**src/rtl/amc_consts.vh**
```
// constants for the asynchronous external memory controller
// assumes inclusion by bare name from rtl/ design files
//
// Summary of operation
// - four banks, each with own timing
// - bank windows 14M and 16M, no remap
// - per bank data width 8, 16, 32
// - drive address for every external access
// - low acknowledge inserts wait states
// - active-low bank select decoded with address
// - selects idle inactive, active for false conditionals
// - read strobe low for each word read
// - write strobe low for each word written
// - reset pin states for address and strobes
// - data pins in memory mode, pulled high
// - selects 2,3 on flag pins, inputs after reset
// - at least six cycles per 32-bit word, one access at a time
// - bank start addresses as decoded below
`ifndef AMC_CONSTS_VH
`define AMC_CONSTS_VH

// ==========================================
// clock
`define CLK_PERIOD_NS 25

// ==========================================
// bank windows (word addresses)
`define BANK0_START 32'h0020_0000
`define BANK0_END 32'h00ff_ffff
`define BANK1_START 32'h0400_0000
`define BANK2_START 32'h0800_0000
`define BANK3_START 32'h0c00_0000
`define BANK_SPAN 32'h00ff_ffff

// ==========================================
// width codes
`define WIDTH_8 2'h0
`define WIDTH_16 2'h1
`define WIDTH_32 2'h2

// ==========================================
// field widths and positions in packed config ports
`define WAIT_BITS 4
`define WIDTH_FIELD 2

// ==========================================
// reset values
`define SEL_IDLE 4'hf
`define ADDR_AFTER_RESET 24'h00_0000

// ==========================================
// unused beat constant; a beat takes at least five cycles
`define BEAT_MIN_CYCLES 3
// strobe cycles before synced ack and data are trusted
`define STROBE_MIN_AGE 2'h2

`endif

```
**src/rtl/async_mem_ctrl.v**
```verilog
// asynchronous external memory controller: four banks, 8/16/32-bit
// assumes one-cycle request pulses from the core side and async pins
`timescale 1ns/1ps
`include "amc_consts.vh"

module async_mem_ctrl (
  // clock and reset
  input wire clk,
  input wire rst_b,
  // core request
  input wire req,
  input wire req_wr,
  input wire req_cond_true,
  input wire [31:0] req_addr,
  input wire [31:0] req_wdata,
  // core answer
  output reg busy_r,
  output reg done_r,
  output reg addr_err_r,
  output reg [31:0] rdata_r,
  // per bank configuration, bank n in field n
  input wire [4*`WIDTH_FIELD-1:0] cfg_width,
  input wire [4*`WAIT_BITS-1:0] cfg_rd_wait,
  input wire [4*`WAIT_BITS-1:0] cfg_wr_wait,
  // pin multiplexing configuration
  input wire [1:0] cfg_flag_sel_mode,
  input wire cfg_data_alt,
  // address pins
  output reg [23:0] addr_o_r,
  output reg addr_oe_r,
  // data pins
  input wire [31:0] data_i,
  output reg [31:0] data_o_r,
  output reg data_oe_r,
  // control pins
  input wire ack_i,
  output reg [1:0] bank_select_n_r,
  output reg rd_n_r,
  output reg wr_n_r,
  output reg ctl_oe_r,
  // flag pins carrying selects 2 and 3
  output reg [1:0] flag_o_r,
  output reg [1:0] flag_oe_r,
  output reg [1:0] flag_pu_en_r,
  // pin mode status
  output reg ext_memory_pin_mode_r
);

  // ==========================================
  // states
  localparam ST_IDLE = 2'h0;
  localparam ST_SETUP = 2'h1;
  localparam ST_STROBE = 2'h2;
  localparam ST_END = 2'h3;

  reg [1:0] state_r;
  reg [3:0] sel_r;
  reg wr_r;
  reg cond_r;
  reg [1:0] bank_r;
  reg [23:0] offset_r;
  reg [1:0] width_r;
  reg [1:0] beat_r;
  reg [31:0] wdata_r;
  reg [31:0] rbuf_r;
  reg ack_s1_r;
  reg ack_s2_r;
  reg [31:0] data_s1_r;
  reg [31:0] data_s2_r;
  // cycles the strobe has been low in this beat
  reg [1:0] strobe_age_r;

  // ==========================================
  // pin input synchronisers
  always @(posedge clk or negedge rst_b) begin
    if (!rst_b) begin
      ack_s1_r <= 1'b1;
      ack_s2_r <= 1'b1;
      data_s1_r <= 32'h0000_0000;
      data_s2_r <= 32'h0000_0000;
    end else begin
      ack_s1_r <= ack_i;
      ack_s2_r <= ack_s1_r;
      data_s1_r <= data_i;
      data_s2_r <= data_s1_r;
    end
  end

  // ==========================================
  // decode and per bank selection
  wire dec_hit;
  wire [1:0] dec_bank;
  wire [23:0] dec_offset;

  bank_decode u_decode (
    .addr(req_addr),
    .hit(dec_hit),
    .bank(dec_bank),
    .offset(dec_offset)
  );

  wire [1:0] req_width;
  wire [`WAIT_BITS-1:0] rd_wait;
  wire [`WAIT_BITS-1:0] wr_wait;

  // each bank has its own width and wait fields
  assign req_width = cfg_width[dec_bank*`WIDTH_FIELD +: `WIDTH_FIELD];
  assign rd_wait = cfg_rd_wait[bank_r*`WAIT_BITS +: `WAIT_BITS];
  assign wr_wait = cfg_wr_wait[bank_r*`WAIT_BITS +: `WAIT_BITS];

  // ==========================================
  // beat geometry for the bank width
  reg [1:0] last_beat;
  reg [4:0] lane_shift;
  reg [31:0] lane_mask;
  reg [23:0] beat_addr;
  reg [31:0] beat_wdata;
  reg [31:0] beat_rdata;

  always @* begin
    case (width_r)
      `WIDTH_8: begin
        last_beat = 2'h3;
        lane_shift = {beat_r, 3'h0};
        lane_mask = 32'h0000_00ff;
        beat_addr = {offset_r[21:0], beat_r};
      end
      `WIDTH_16: begin
        last_beat = 2'h1;
        lane_shift = {beat_r[0], 4'h0};
        lane_mask = 32'h0000_ffff;
        beat_addr = {offset_r[22:0], beat_r[0]};
      end
      default: begin
        last_beat = 2'h0;
        lane_shift = 5'h00;
        lane_mask = 32'hffff_ffff;
        beat_addr = offset_r;
      end
    endcase
    // only the selected lanes carry data
    beat_wdata = (wdata_r >> lane_shift) & lane_mask;
    beat_rdata = rbuf_r | ((data_s2_r & lane_mask) << lane_shift);
  end

  // ==========================================
  // strobe timer
  reg timer_load;
  wire timer_expired;
  wire beat_end;
  wire access_last;

  always @* begin
    timer_load = (state_r == ST_SETUP) && cond_r;
  end

  beat_timer u_timer (
    .clk(clk),
    .rst_b(rst_b),
    .load(timer_load),
    .load_val(wr_r ? wr_wait : rd_wait),
    .ack_ok(ack_s2_r),
    .expired(timer_expired)
  );

  // strobe spans both synchroniser stages before ack or data is trusted,
  // so a short wait count cannot end a beat on pre-strobe pin values
  assign beat_end = timer_expired && (strobe_age_r == `STROBE_MIN_AGE);

  // last beat of an access: selects drop together with busy_r
  assign access_last = (state_r == ST_END) && (beat_r == last_beat || !cond_r);

  // ==========================================
  // access sequencer
  always @(posedge clk or negedge rst_b) begin
    if (!rst_b) begin
      state_r <= ST_IDLE;
      sel_r <= `SEL_IDLE;
      wr_r <= 1'b0;
      cond_r <= 1'b0;
      bank_r <= 2'h0;
      offset_r <= 24'h00_0000;
      width_r <= `WIDTH_32;
      beat_r <= 2'h0;
      wdata_r <= 32'h0000_0000;
      rbuf_r <= 32'h0000_0000;
      busy_r <= 1'b0;
      done_r <= 1'b0;
      addr_err_r <= 1'b0;
      rdata_r <= 32'h0000_0000;
      addr_o_r <= `ADDR_AFTER_RESET;
      data_o_r <= 32'h0000_0000;
      data_oe_r <= 1'b0;
      rd_n_r <= 1'b1;
      wr_n_r <= 1'b1;
      strobe_age_r <= 2'h0;
    end else begin
      done_r <= 1'b0;
      addr_err_r <= 1'b0;
      case (state_r)
        ST_IDLE: begin
          sel_r <= `SEL_IDLE;
          if (req) begin
            if (!dec_hit || !ext_memory_pin_mode_r) begin
              done_r <= 1'b1;
              addr_err_r <= 1'b1;
            end else begin
              busy_r <= 1'b1;
              wr_r <= req_wr;
              cond_r <= req_cond_true;
              bank_r <= dec_bank;
              offset_r <= dec_offset;
              width_r <= req_width;
              wdata_r <= req_wdata;
              beat_r <= 2'h0;
              rbuf_r <= 32'h0000_0000;
              // address and select change together
              sel_r <= ~(4'h1 << dec_bank);
              state_r <= ST_SETUP;
            end
          end
        end
        ST_SETUP: begin
          addr_o_r <= beat_addr;
          strobe_age_r <= 2'h0;
          if (cond_r) begin
            if (wr_r) begin
              wr_n_r <= 1'b0;
              data_o_r <= beat_wdata;
              data_oe_r <= 1'b1;
            end else begin
              rd_n_r <= 1'b0;
            end
            state_r <= ST_STROBE;
          end else begin
            // false condition: select only, no strobe
            state_r <= ST_END;
          end
        end
        ST_STROBE: begin
          // age saturates, the count and ack decide the rest
          if (strobe_age_r != `STROBE_MIN_AGE) begin
            strobe_age_r <= strobe_age_r + 1'b1;
          end
          if (beat_end) begin
            rd_n_r <= 1'b1;
            wr_n_r <= 1'b1;
            if (!wr_r) begin
              rbuf_r <= beat_rdata;
            end
            state_r <= ST_END;
          end
        end
        ST_END: begin
          data_oe_r <= 1'b0;
          if (access_last) begin
            // at least five cycles per beat, one beat per word on 32-bit banks
            sel_r <= `SEL_IDLE;
            busy_r <= 1'b0;
            done_r <= 1'b1;
            rdata_r <= rbuf_r;
            state_r <= ST_IDLE;
          end else begin
            // next beat: new address and strobe from setup
            beat_r <= beat_r + 1'b1;
            state_r <= ST_SETUP;
          end
        end
        default: begin
          state_r <= ST_IDLE;
        end
      endcase
    end
  end

  // ==========================================
  // pin drive and multiplexing
  always @(posedge clk or negedge rst_b) begin
    if (!rst_b) begin
      addr_oe_r <= 1'b0;
      ctl_oe_r <= 1'b0;
      bank_select_n_r <= 2'h3;
      flag_o_r <= 2'h3;
      flag_oe_r <= 2'h0;
      flag_pu_en_r <= 2'h0;
      ext_memory_pin_mode_r <= 1'b1;
    end else begin
      // pulled during reset, driven from the first edge after
      addr_oe_r <= 1'b1;
      ctl_oe_r <= 1'b1;
      // selects follow sel_r a cycle late, in step with the address,
      // but release in the done cycle
      bank_select_n_r <= access_last ? 2'h3 : sel_r[1:0];
      flag_o_r <= access_last ? 2'h3 : sel_r[3:2];
      flag_oe_r <= cfg_flag_sel_mode;
      flag_pu_en_r <= cfg_flag_sel_mode;
      // data pins handed to another function only when idle
      if (state_r == ST_IDLE) begin
        ext_memory_pin_mode_r <= ~cfg_data_alt;
      end
    end
  end

endmodule

```
**src/rtl/bank_decode.v**
```verilog
// address decode for the four external banks
// assumes a 32-bit word address from the internal request side
`timescale 1ns/1ps
`include "amc_consts.vh"

module bank_decode (
  // request address
  input wire [31:0] addr,
  // decode result
  output reg hit,
  output reg [1:0] bank,
  output wire [23:0] offset
);

  // offset is the raw low address, windows are not packed together
  assign offset = addr[23:0];

  always @* begin
    hit = 1'b0;
    bank = 2'h0;
    if (addr >= `BANK0_START && addr <= `BANK0_END) begin
      hit = 1'b1;
      bank = 2'h0;
    end else if (addr >= `BANK1_START && addr <= `BANK1_START + `BANK_SPAN) begin
      hit = 1'b1;
      bank = 2'h1;
    end else if (addr >= `BANK2_START && addr <= `BANK2_START + `BANK_SPAN) begin
      hit = 1'b1;
      bank = 2'h2;
    end else if (addr >= `BANK3_START && addr <= `BANK3_START + `BANK_SPAN) begin
      hit = 1'b1;
      bank = 2'h3;
    end
  end

endmodule

```
**src/rtl/beat_timer.v**
```verilog
// strobe wait counter with acknowledge extension
// assumes ack_ok is already synchronised to clk
`timescale 1ns/1ps
`include "amc_consts.vh"

module beat_timer (
  // clock and reset
  input wire clk,
  input wire rst_b,
  // control
  input wire load,
  input wire [`WAIT_BITS-1:0] load_val,
  input wire ack_ok,
  // status
  output wire expired
);

  reg [`WAIT_BITS-1:0] cnt_r;

  always @(posedge clk or negedge rst_b) begin
    if (!rst_b) begin
      cnt_r <= {`WAIT_BITS{1'b0}};
    end else if (load) begin
      cnt_r <= load_val;
    end else if (cnt_r != {`WAIT_BITS{1'b0}}) begin
      cnt_r <= cnt_r - 1'b1;
    end
  end

  // programmed count first, then held while ack is low
  assign expired = (cnt_r == {`WAIT_BITS{1'b0}}) && ack_ok;

endmodule

```
**config.mk**
```make
export PLATFORM = sky130hd
export DESIGN_NAME = async_mem_ctrl
export DESIGN_NICKNAME = d
export VERILOG_FILES = /design/src/rtl/async_mem_ctrl.v /design/src/rtl/bank_decode.v /design/src/rtl/beat_timer.v
export VERILOG_INCLUDE_DIRS = /design/src /design/src/rtl
export SDC_FILE = /design/constraint.sdc
export NUM_CORES = 1
export LEC_CHECK = 0
export BUFFER_PORTS_ARGS = -buffer_cell sky130_fd_sc_hd__buf_2
export CAP_MARGIN = 40
export CELL_PAD_IN_SITES_DETAIL_PLACEMENT = 0
export CELL_PAD_IN_SITES_GLOBAL_PLACEMENT = 2
export CORE_MARGIN = 5
export CORE_UTILIZATION = 40
export CTS_BUF_LIST = sky130_fd_sc_hd__clkbuf_8
export CTS_CLUSTER_SIZE = 24
export DETAILED_ROUTE_END_ITERATION = 16
export MAX_ROUTING_LAYER = met4
export PLACE_DENSITY = 0.91
export SLEW_MARGIN = 10
export SYNTH_ARGS = -nofsm -noshare
export SYNTH_HDL_FRONTEND = slang
export SYNTH_HIERARCHICAL = 1
export SYNTH_SLANG_ARGS = --single-unit
```
**constraint.sdc**
```tcl
create_clock -name clk -period 4.2 [get_ports clk]
set_input_delay 0.63 -clock clk [delete_from_list [all_inputs] [get_ports clk]]
set_output_delay 0.63 -clock clk [all_outputs]
set_load 0.01 [all_outputs]
```
---- Word level (Yosys, flattened, before mapping) ----
Cells that the tools add are included.
Widths: inputs -> output; s select.
storage, ports and cells
  bits in registers ....................... 276
  input bits .............................. 145
  output and inout port bits .............. 105
  word-level logic and storage cells ...... 161
operators by class
  add/subtract/negate cells ............... 3
  magnitude comparators ................... 8
  equality and inequality tests ........... 17
  shifts and indexed selects .............. 6
  muxes and demuxes ....................... 57
  bitwise gates (word level) .............. 6
  reduce and logical (&&, ||, !) cells .... 34
operator list
  operator              count
  $mux 32               4
  $pmux 32 s2           2
  $and 32x32->32        2
  $ge 32x28->1 const B  2
  $le 32x28->1 const B  2
  $pmux 24 s2           1
  $ge 32x22->1 const B  1
  $ge 32x27->1 const B  1
  $le 32x24->1 const B  1
  $le 32x27->1 const B  1
  $or 32x32->32         1
  $shiftx 16x5->4       2
  $shl 32x5->32         1
  $shr 32x5->32         1
  $mux 2                13
  $mux 4                6
  $ne 2x2->1 const B    11
  $mux 1                20
  $reduce_and 4->1      4
  $pmux 2 s2            3
  $reduce_and 3->1      4
  $pmux 1 s2            5
  $pmux 5 s2            1
  $reduce_bool 2->1     5
  other kinds (19)      37

---- Longest topological paths before layout ----
  depth in word-level cells ............... 11
  gate-level depth with buffers ........... 9

---- Cells and area by module ----
Netlist, hierarchy kept.
modules (own cells, without submodules)
  module          times used  cells each  area each (um^2)
  async_mem_ctrl  1           846         11084.4
  beat_timer      1           27          267.8
  bank_decode     1           30          229.0

---- Least setup slack after synthesis ----
OpenSTA, ideal clock, no wires.
  kind .................................... input to register
  from .................................... in req_addr[25]
  to ...................................... reg rbuf_r[10]
  library setup time ...................... 0.121 ns
  data arrival time ....................... 2.499 ns
  data required time ...................... 4.079 ns
  path slack .............................. 1.580 ns
  stages .................................. 8
  path buffers ............................ 2
  path through ............................ or4_4 nor3_2 o21a_1 nand3_2 or3b_1 clkbuf_1 buf_2 a22o_1
between the ends
  cells in the longest elaborated chain, start to end .. 10
ends and longest elaborated chain
  item                                                    line                  RTL
  from (decl)                                             async_mem_ctrl.v:14   input wire [31:0] req_addr,
  $ge 32x28->1 (no line) or $le 32x28->1 (tied branches)  --
  $logic_and 1x1->1 (no line)                             --
  $mux 1                                                  bank_decode.v:30      end else if (addr >= `BANK3_START && addr <= `BANK3_START + `BANK_SPAN) begin
  $mux 1                                                  bank_decode.v:27      end else if (addr >= `BANK2_START && addr <= `BANK2_START + `BANK_SPAN) begin
  $mux 1                                                  bank_decode.v:24      end else if (addr >= `BANK1_START && addr <= `BANK1_START + `BANK_SPAN) begin
  $mux 1 *                                                bank_decode.v:21      if (addr >= `BANK0_START && addr <= `BANK0_END) begin
  via dec_hit                                             async_mem_ctrl.v:91   wire dec_hit;
  $logic_not 1->1 *                                       async_mem_ctrl.v:204  if (!dec_hit || !ext_memory_pin_mode_r) begin
  $logic_or 1x1->1 *                                      async_mem_ctrl.v:204
  $ne 2x2->1 (no line) *                                  --
  $reduce_and 5->1 (no line) *                            --
  to (signal assigned)                                    async_mem_ctrl.v:249  rbuf_r <= beat_rdata;
  to (decl)                                               async_mem_ctrl.v:65   reg [31:0] rbuf_r;
The timed path passes the listed nets; every way through them passes the cells marked *.
A chain may end at the register's enable or synchronous reset.

---- Worst setup path after layout ----
  from .................................... in req_addr[25]
  to ...................................... reg rbuf_r[12]
Same word-level chain as after synthesis.

==> results.cfg <==
[outcome]
run_status = completed

[global_route]
grtUsageTotal_pct = 18.0
antenna_found_initial = 5
global_route.overflow_total = 0
grt_pass1_wl_mm = 46.3
grt_pass1_vias = 8236
grt_max_degree = 132

[sta]
final_max_slew_viol_count = 0
final_critical_path_setup_slack_ps = 1660
rsz0062_at_grt = false
tightestPinTransition_ps = 1000
final.setup_skew_ps = 23.3
finalHoldViolations = 0
setup_viol = 0
layout_worst_path_cycle_share_pct = 60.4
setup_tns_ps = 0
finalCriticalPeriod_ps = 2540
max_slew_margin_pct = 33.2
max_freq_mhz = 394

[cts]
clkSinkCount = 276
cts_max_path_buffers = 3
clockRootBuffer = sky130_fd_sc_hd__clkbuf_8
cts_hold_buf = 0
cts_made_buffers = 47
postCtsResizedCells = 0
tritoncts = done
htree_num_levels = 2
clkTransAtPathRegs_ps = 60
postCtsSetupBuffers = 0
clock_latency_ps = 560

[die]
starting_density_of_the_core_pct = 40.5
chipWidth_um = 180
top_level_ports = 250
design.die.area_mm2 = 0.0325
die_y_um = 180
rows = 62
placeableCoreArea_mm2 = 0.0286

[critical_path]
arrival_time_at_the_worst_endpoint_ps = 2970
start_kind = input pin
cp-end-kind = register
r2r_cells = 8
critical_path_class = input pin to register
crit_path_cell_trace = buf_2 -> or4_4 -> nor3_2 -> o21a_1 -> nand3_2 -> or3b_1 -> buf_8 -> a22o_1
worst-path-max-fanout = 23
slowest_stage = sky130_fd_sc_hd__or3b_1
critPathMaxStageDelay_ps = 620
critical_path_required_ps = 4630

[final_layout]
layout.cells.most_common = sky130_fd_sc_hd__dfrtp_1
postLayoutCoreUtil_pct = 49.4
final_cells = 1561
layout-drive-gt1-share_pct = 42.7
n_fill_cell = 2610
num-nets-final = 1285
multi_input_area_mm2 = 0.00415
layout.area.seq_mm2 = 0.00693
mostFrequentLayoutCells = sky130_fd_sc_hd__dfrtp_1, sky130_fd_sc_hd__buf_2, sky130_fd_sc_hd__mux2_2
stdcell_area_mm2 = 0.0142
synthToLayoutAreaGrowth_pct = 22.2

[place]
placed_cells_incl_taps = 1468
gp_routability_congestion = 0.825
io_buffers = 249
dp_worst_setup_slack_ps = 1110
dp_hpwl_mm = 19.5
placed_cell_area_mm2 = 0.0130

[synth]
syn_inst = 903
yosysWarnings = 6
post_synth_num_cell_types = 59
synth.net_count = 1055
ys_async_sr_fraction_pct = 100
post_synth_edffs = 0
syn_area_mm2 = 0.0116
synthFlopType = sky130_fd_sc_hd__dfrtp_1
synth.ff_latch_count = 276
syn_area_per_cell_um2 = 12.8
synth.yosys.seq_area_share_pct = 59.8

[drt]
wire_per_inst_um = 18.4
totalWireLength_mm = 28.8
antenna_violating_nets_post_route = 0
drtPass1Iterations = 5
drt-vias-per-instance = 5.05
vias = 7880
starting_drc_count_in_detailed_routing = 366
detail_route.drc_violations = 0

[power_and_ir_drop]
leakagePower_nw = 6.92
ir_drop_uv = 270
power.density_mw_per_mm2 = 524

[min_path]
whs_path_depth = 1
timing.hold.worst.class = input pin to register

[job]
cap_viol_max_count = 0
## Yosys cell counts, types with 4 or more instances
library cell	number	area share, %
sky130_fd_sc_hd__dfrtp_1	262	57
sky130_fd_sc_hd__mux2_2	125	12
sky130_fd_sc_hd__nand2_1	107	3.5
sky130_fd_sc_hd__o21ai_0	50	2.2
sky130_fd_sc_hd__mux2i_1	38	3.3
sky130_fd_sc_hd__a22o_1	35	2.6
sky130_fd_sc_hd__nor2_1	28	0.91
sky130_fd_sc_hd__buf_4	27	1.8
sky130_fd_sc_hd__clkbuf_1	21	0.68
sky130_fd_sc_hd__buf_2	19	0.82
sky130_fd_sc_hd__nand3_1	19	0.82
sky130_fd_sc_hd__a22oi_1	17	1.1
sky130_fd_sc_hd__nor2b_1	15	0.81
sky130_fd_sc_hd__a21oi_1	14	0.61
sky130_fd_sc_hd__dfstp_2	14	3.2
sky130_fd_sc_hd__mux4_2	10	1.9
sky130_fd_sc_hd__buf_1	9	0.29
sky130_fd_sc_hd__inv_1	9	0.29
sky130_fd_sc_hd__a221oi_1	8	0.61
sky130_fd_sc_hd__nand2b_1	8	0.43
sky130_fd_sc_hd__o221ai_1	8	0.61
sky130_fd_sc_hd__ha_1	7	0.76
sky130_fd_sc_hd__buf_6	5	0.49
sky130_fd_sc_hd__and2_1	4	0.22
## worst paths after layout
path	start	to	slack, ps
worst max-delay path	req_addr[25]	rbuf_r[12]	1660
worst min-delay path	data_i[22]	data_s1_r[22]	170
worst max register to register	u_timer/cnt_r[0]	rbuf_r[10]	1690
worst min register to register	data_s1_r[3]	data_s2_r[3]	340
max in group asynchronous	rst_b	rdata_r[17]	3060
min in group asynchronous	rst_b	rdata_r[4]	210
## layout make-up
| class | instances | area share, % |
|---|---|---|
| Tap cell | 384 | 3.39 |
| Antenna cell | 5 | 0.0884 |
| Sequential cell | 276 | 49.0 |
| Clock inverter | 28 | 2.04 |
| Clock buffer | 60 | 5.83 |
| Inverter | 9 | 0.239 |
| Multi-Input combinational cell | 535 | 29.3 |
| Timing Repair Buffer | 264 | 10.1 |
## per-layer routing
metal,up-vias,track usage [%],part of all wire [%]
met3,55,5.23,7.1
li1,3648,-,-
met5,-,-,0
met1,3941,23.3,43
met2,236,28.1,47
met4,0,4.81,2.3
## state kept, by name, summed over array words and instances, names as in the netlist, 2 cells and up
register	count
data_o_r	32
data_s1_r	32
data_s2_r	32
rbuf_r	32
rdata_r	32
wdata_r	32
addr_o_r	24
offset_r	24
sel_r	4
u_timer/cnt_r	4
bank_r	2
bank_select_n_r	2
beat_r	2
flag_o_r	2
flag_pu_en_r	2
state_r	2
strobe_age_r	2
width_r	2
## metrics by stage
stage	power, W	hold slack, ps
floorplan	0.00421	331
CTS	0.00754	115
detailed placement	0.00469	336
global placement	0.00464	333
global route	0.00782	122
finish	0.00742	167
## where the power goes
group | internal [W] | switching [W] | total (W)
clock network | 0.00167 | 0.00112 | 0.00279
logic | 0.000673 | 0.000747 | 0.00142
registers | 0.00297 | 0.000243 | 0.00321
total | 0.00531 | 0.00211 | 0.00742
## critical path, delay by kind of cell
kind / cells / cell delay, ps
buffers and inverters: 2 / 350
AO/OA/AOI/OAI: 2 / 480
AND/OR/NAND/NOR: 4 / 1500
## kinds of logic (layout without fill, tap and decap cells)
| family | count (synthesis) | count (layout) | share of synthesized area, % |
|---|---|---|---|
| AO/OA/AOI/OAI | 149 | 149 | 9.00 |
| XOR/XNOR | 3 | 3 | 0.227 |
| adder cells (fa/ha/maj) | 7 | 7 | 0.756 |
| buffers and inverters | 92 | 361 | 4.41 |
| flip-flops | 276 | 276 | 59.8 |
| multiplexers | 174 | 174 | 17.5 |
| other | 1 | 6 | 0.0324 |
| AND/OR/NAND/NOR | 201 | 201 | 8.28 |
(Power assumes the default switching activity.)
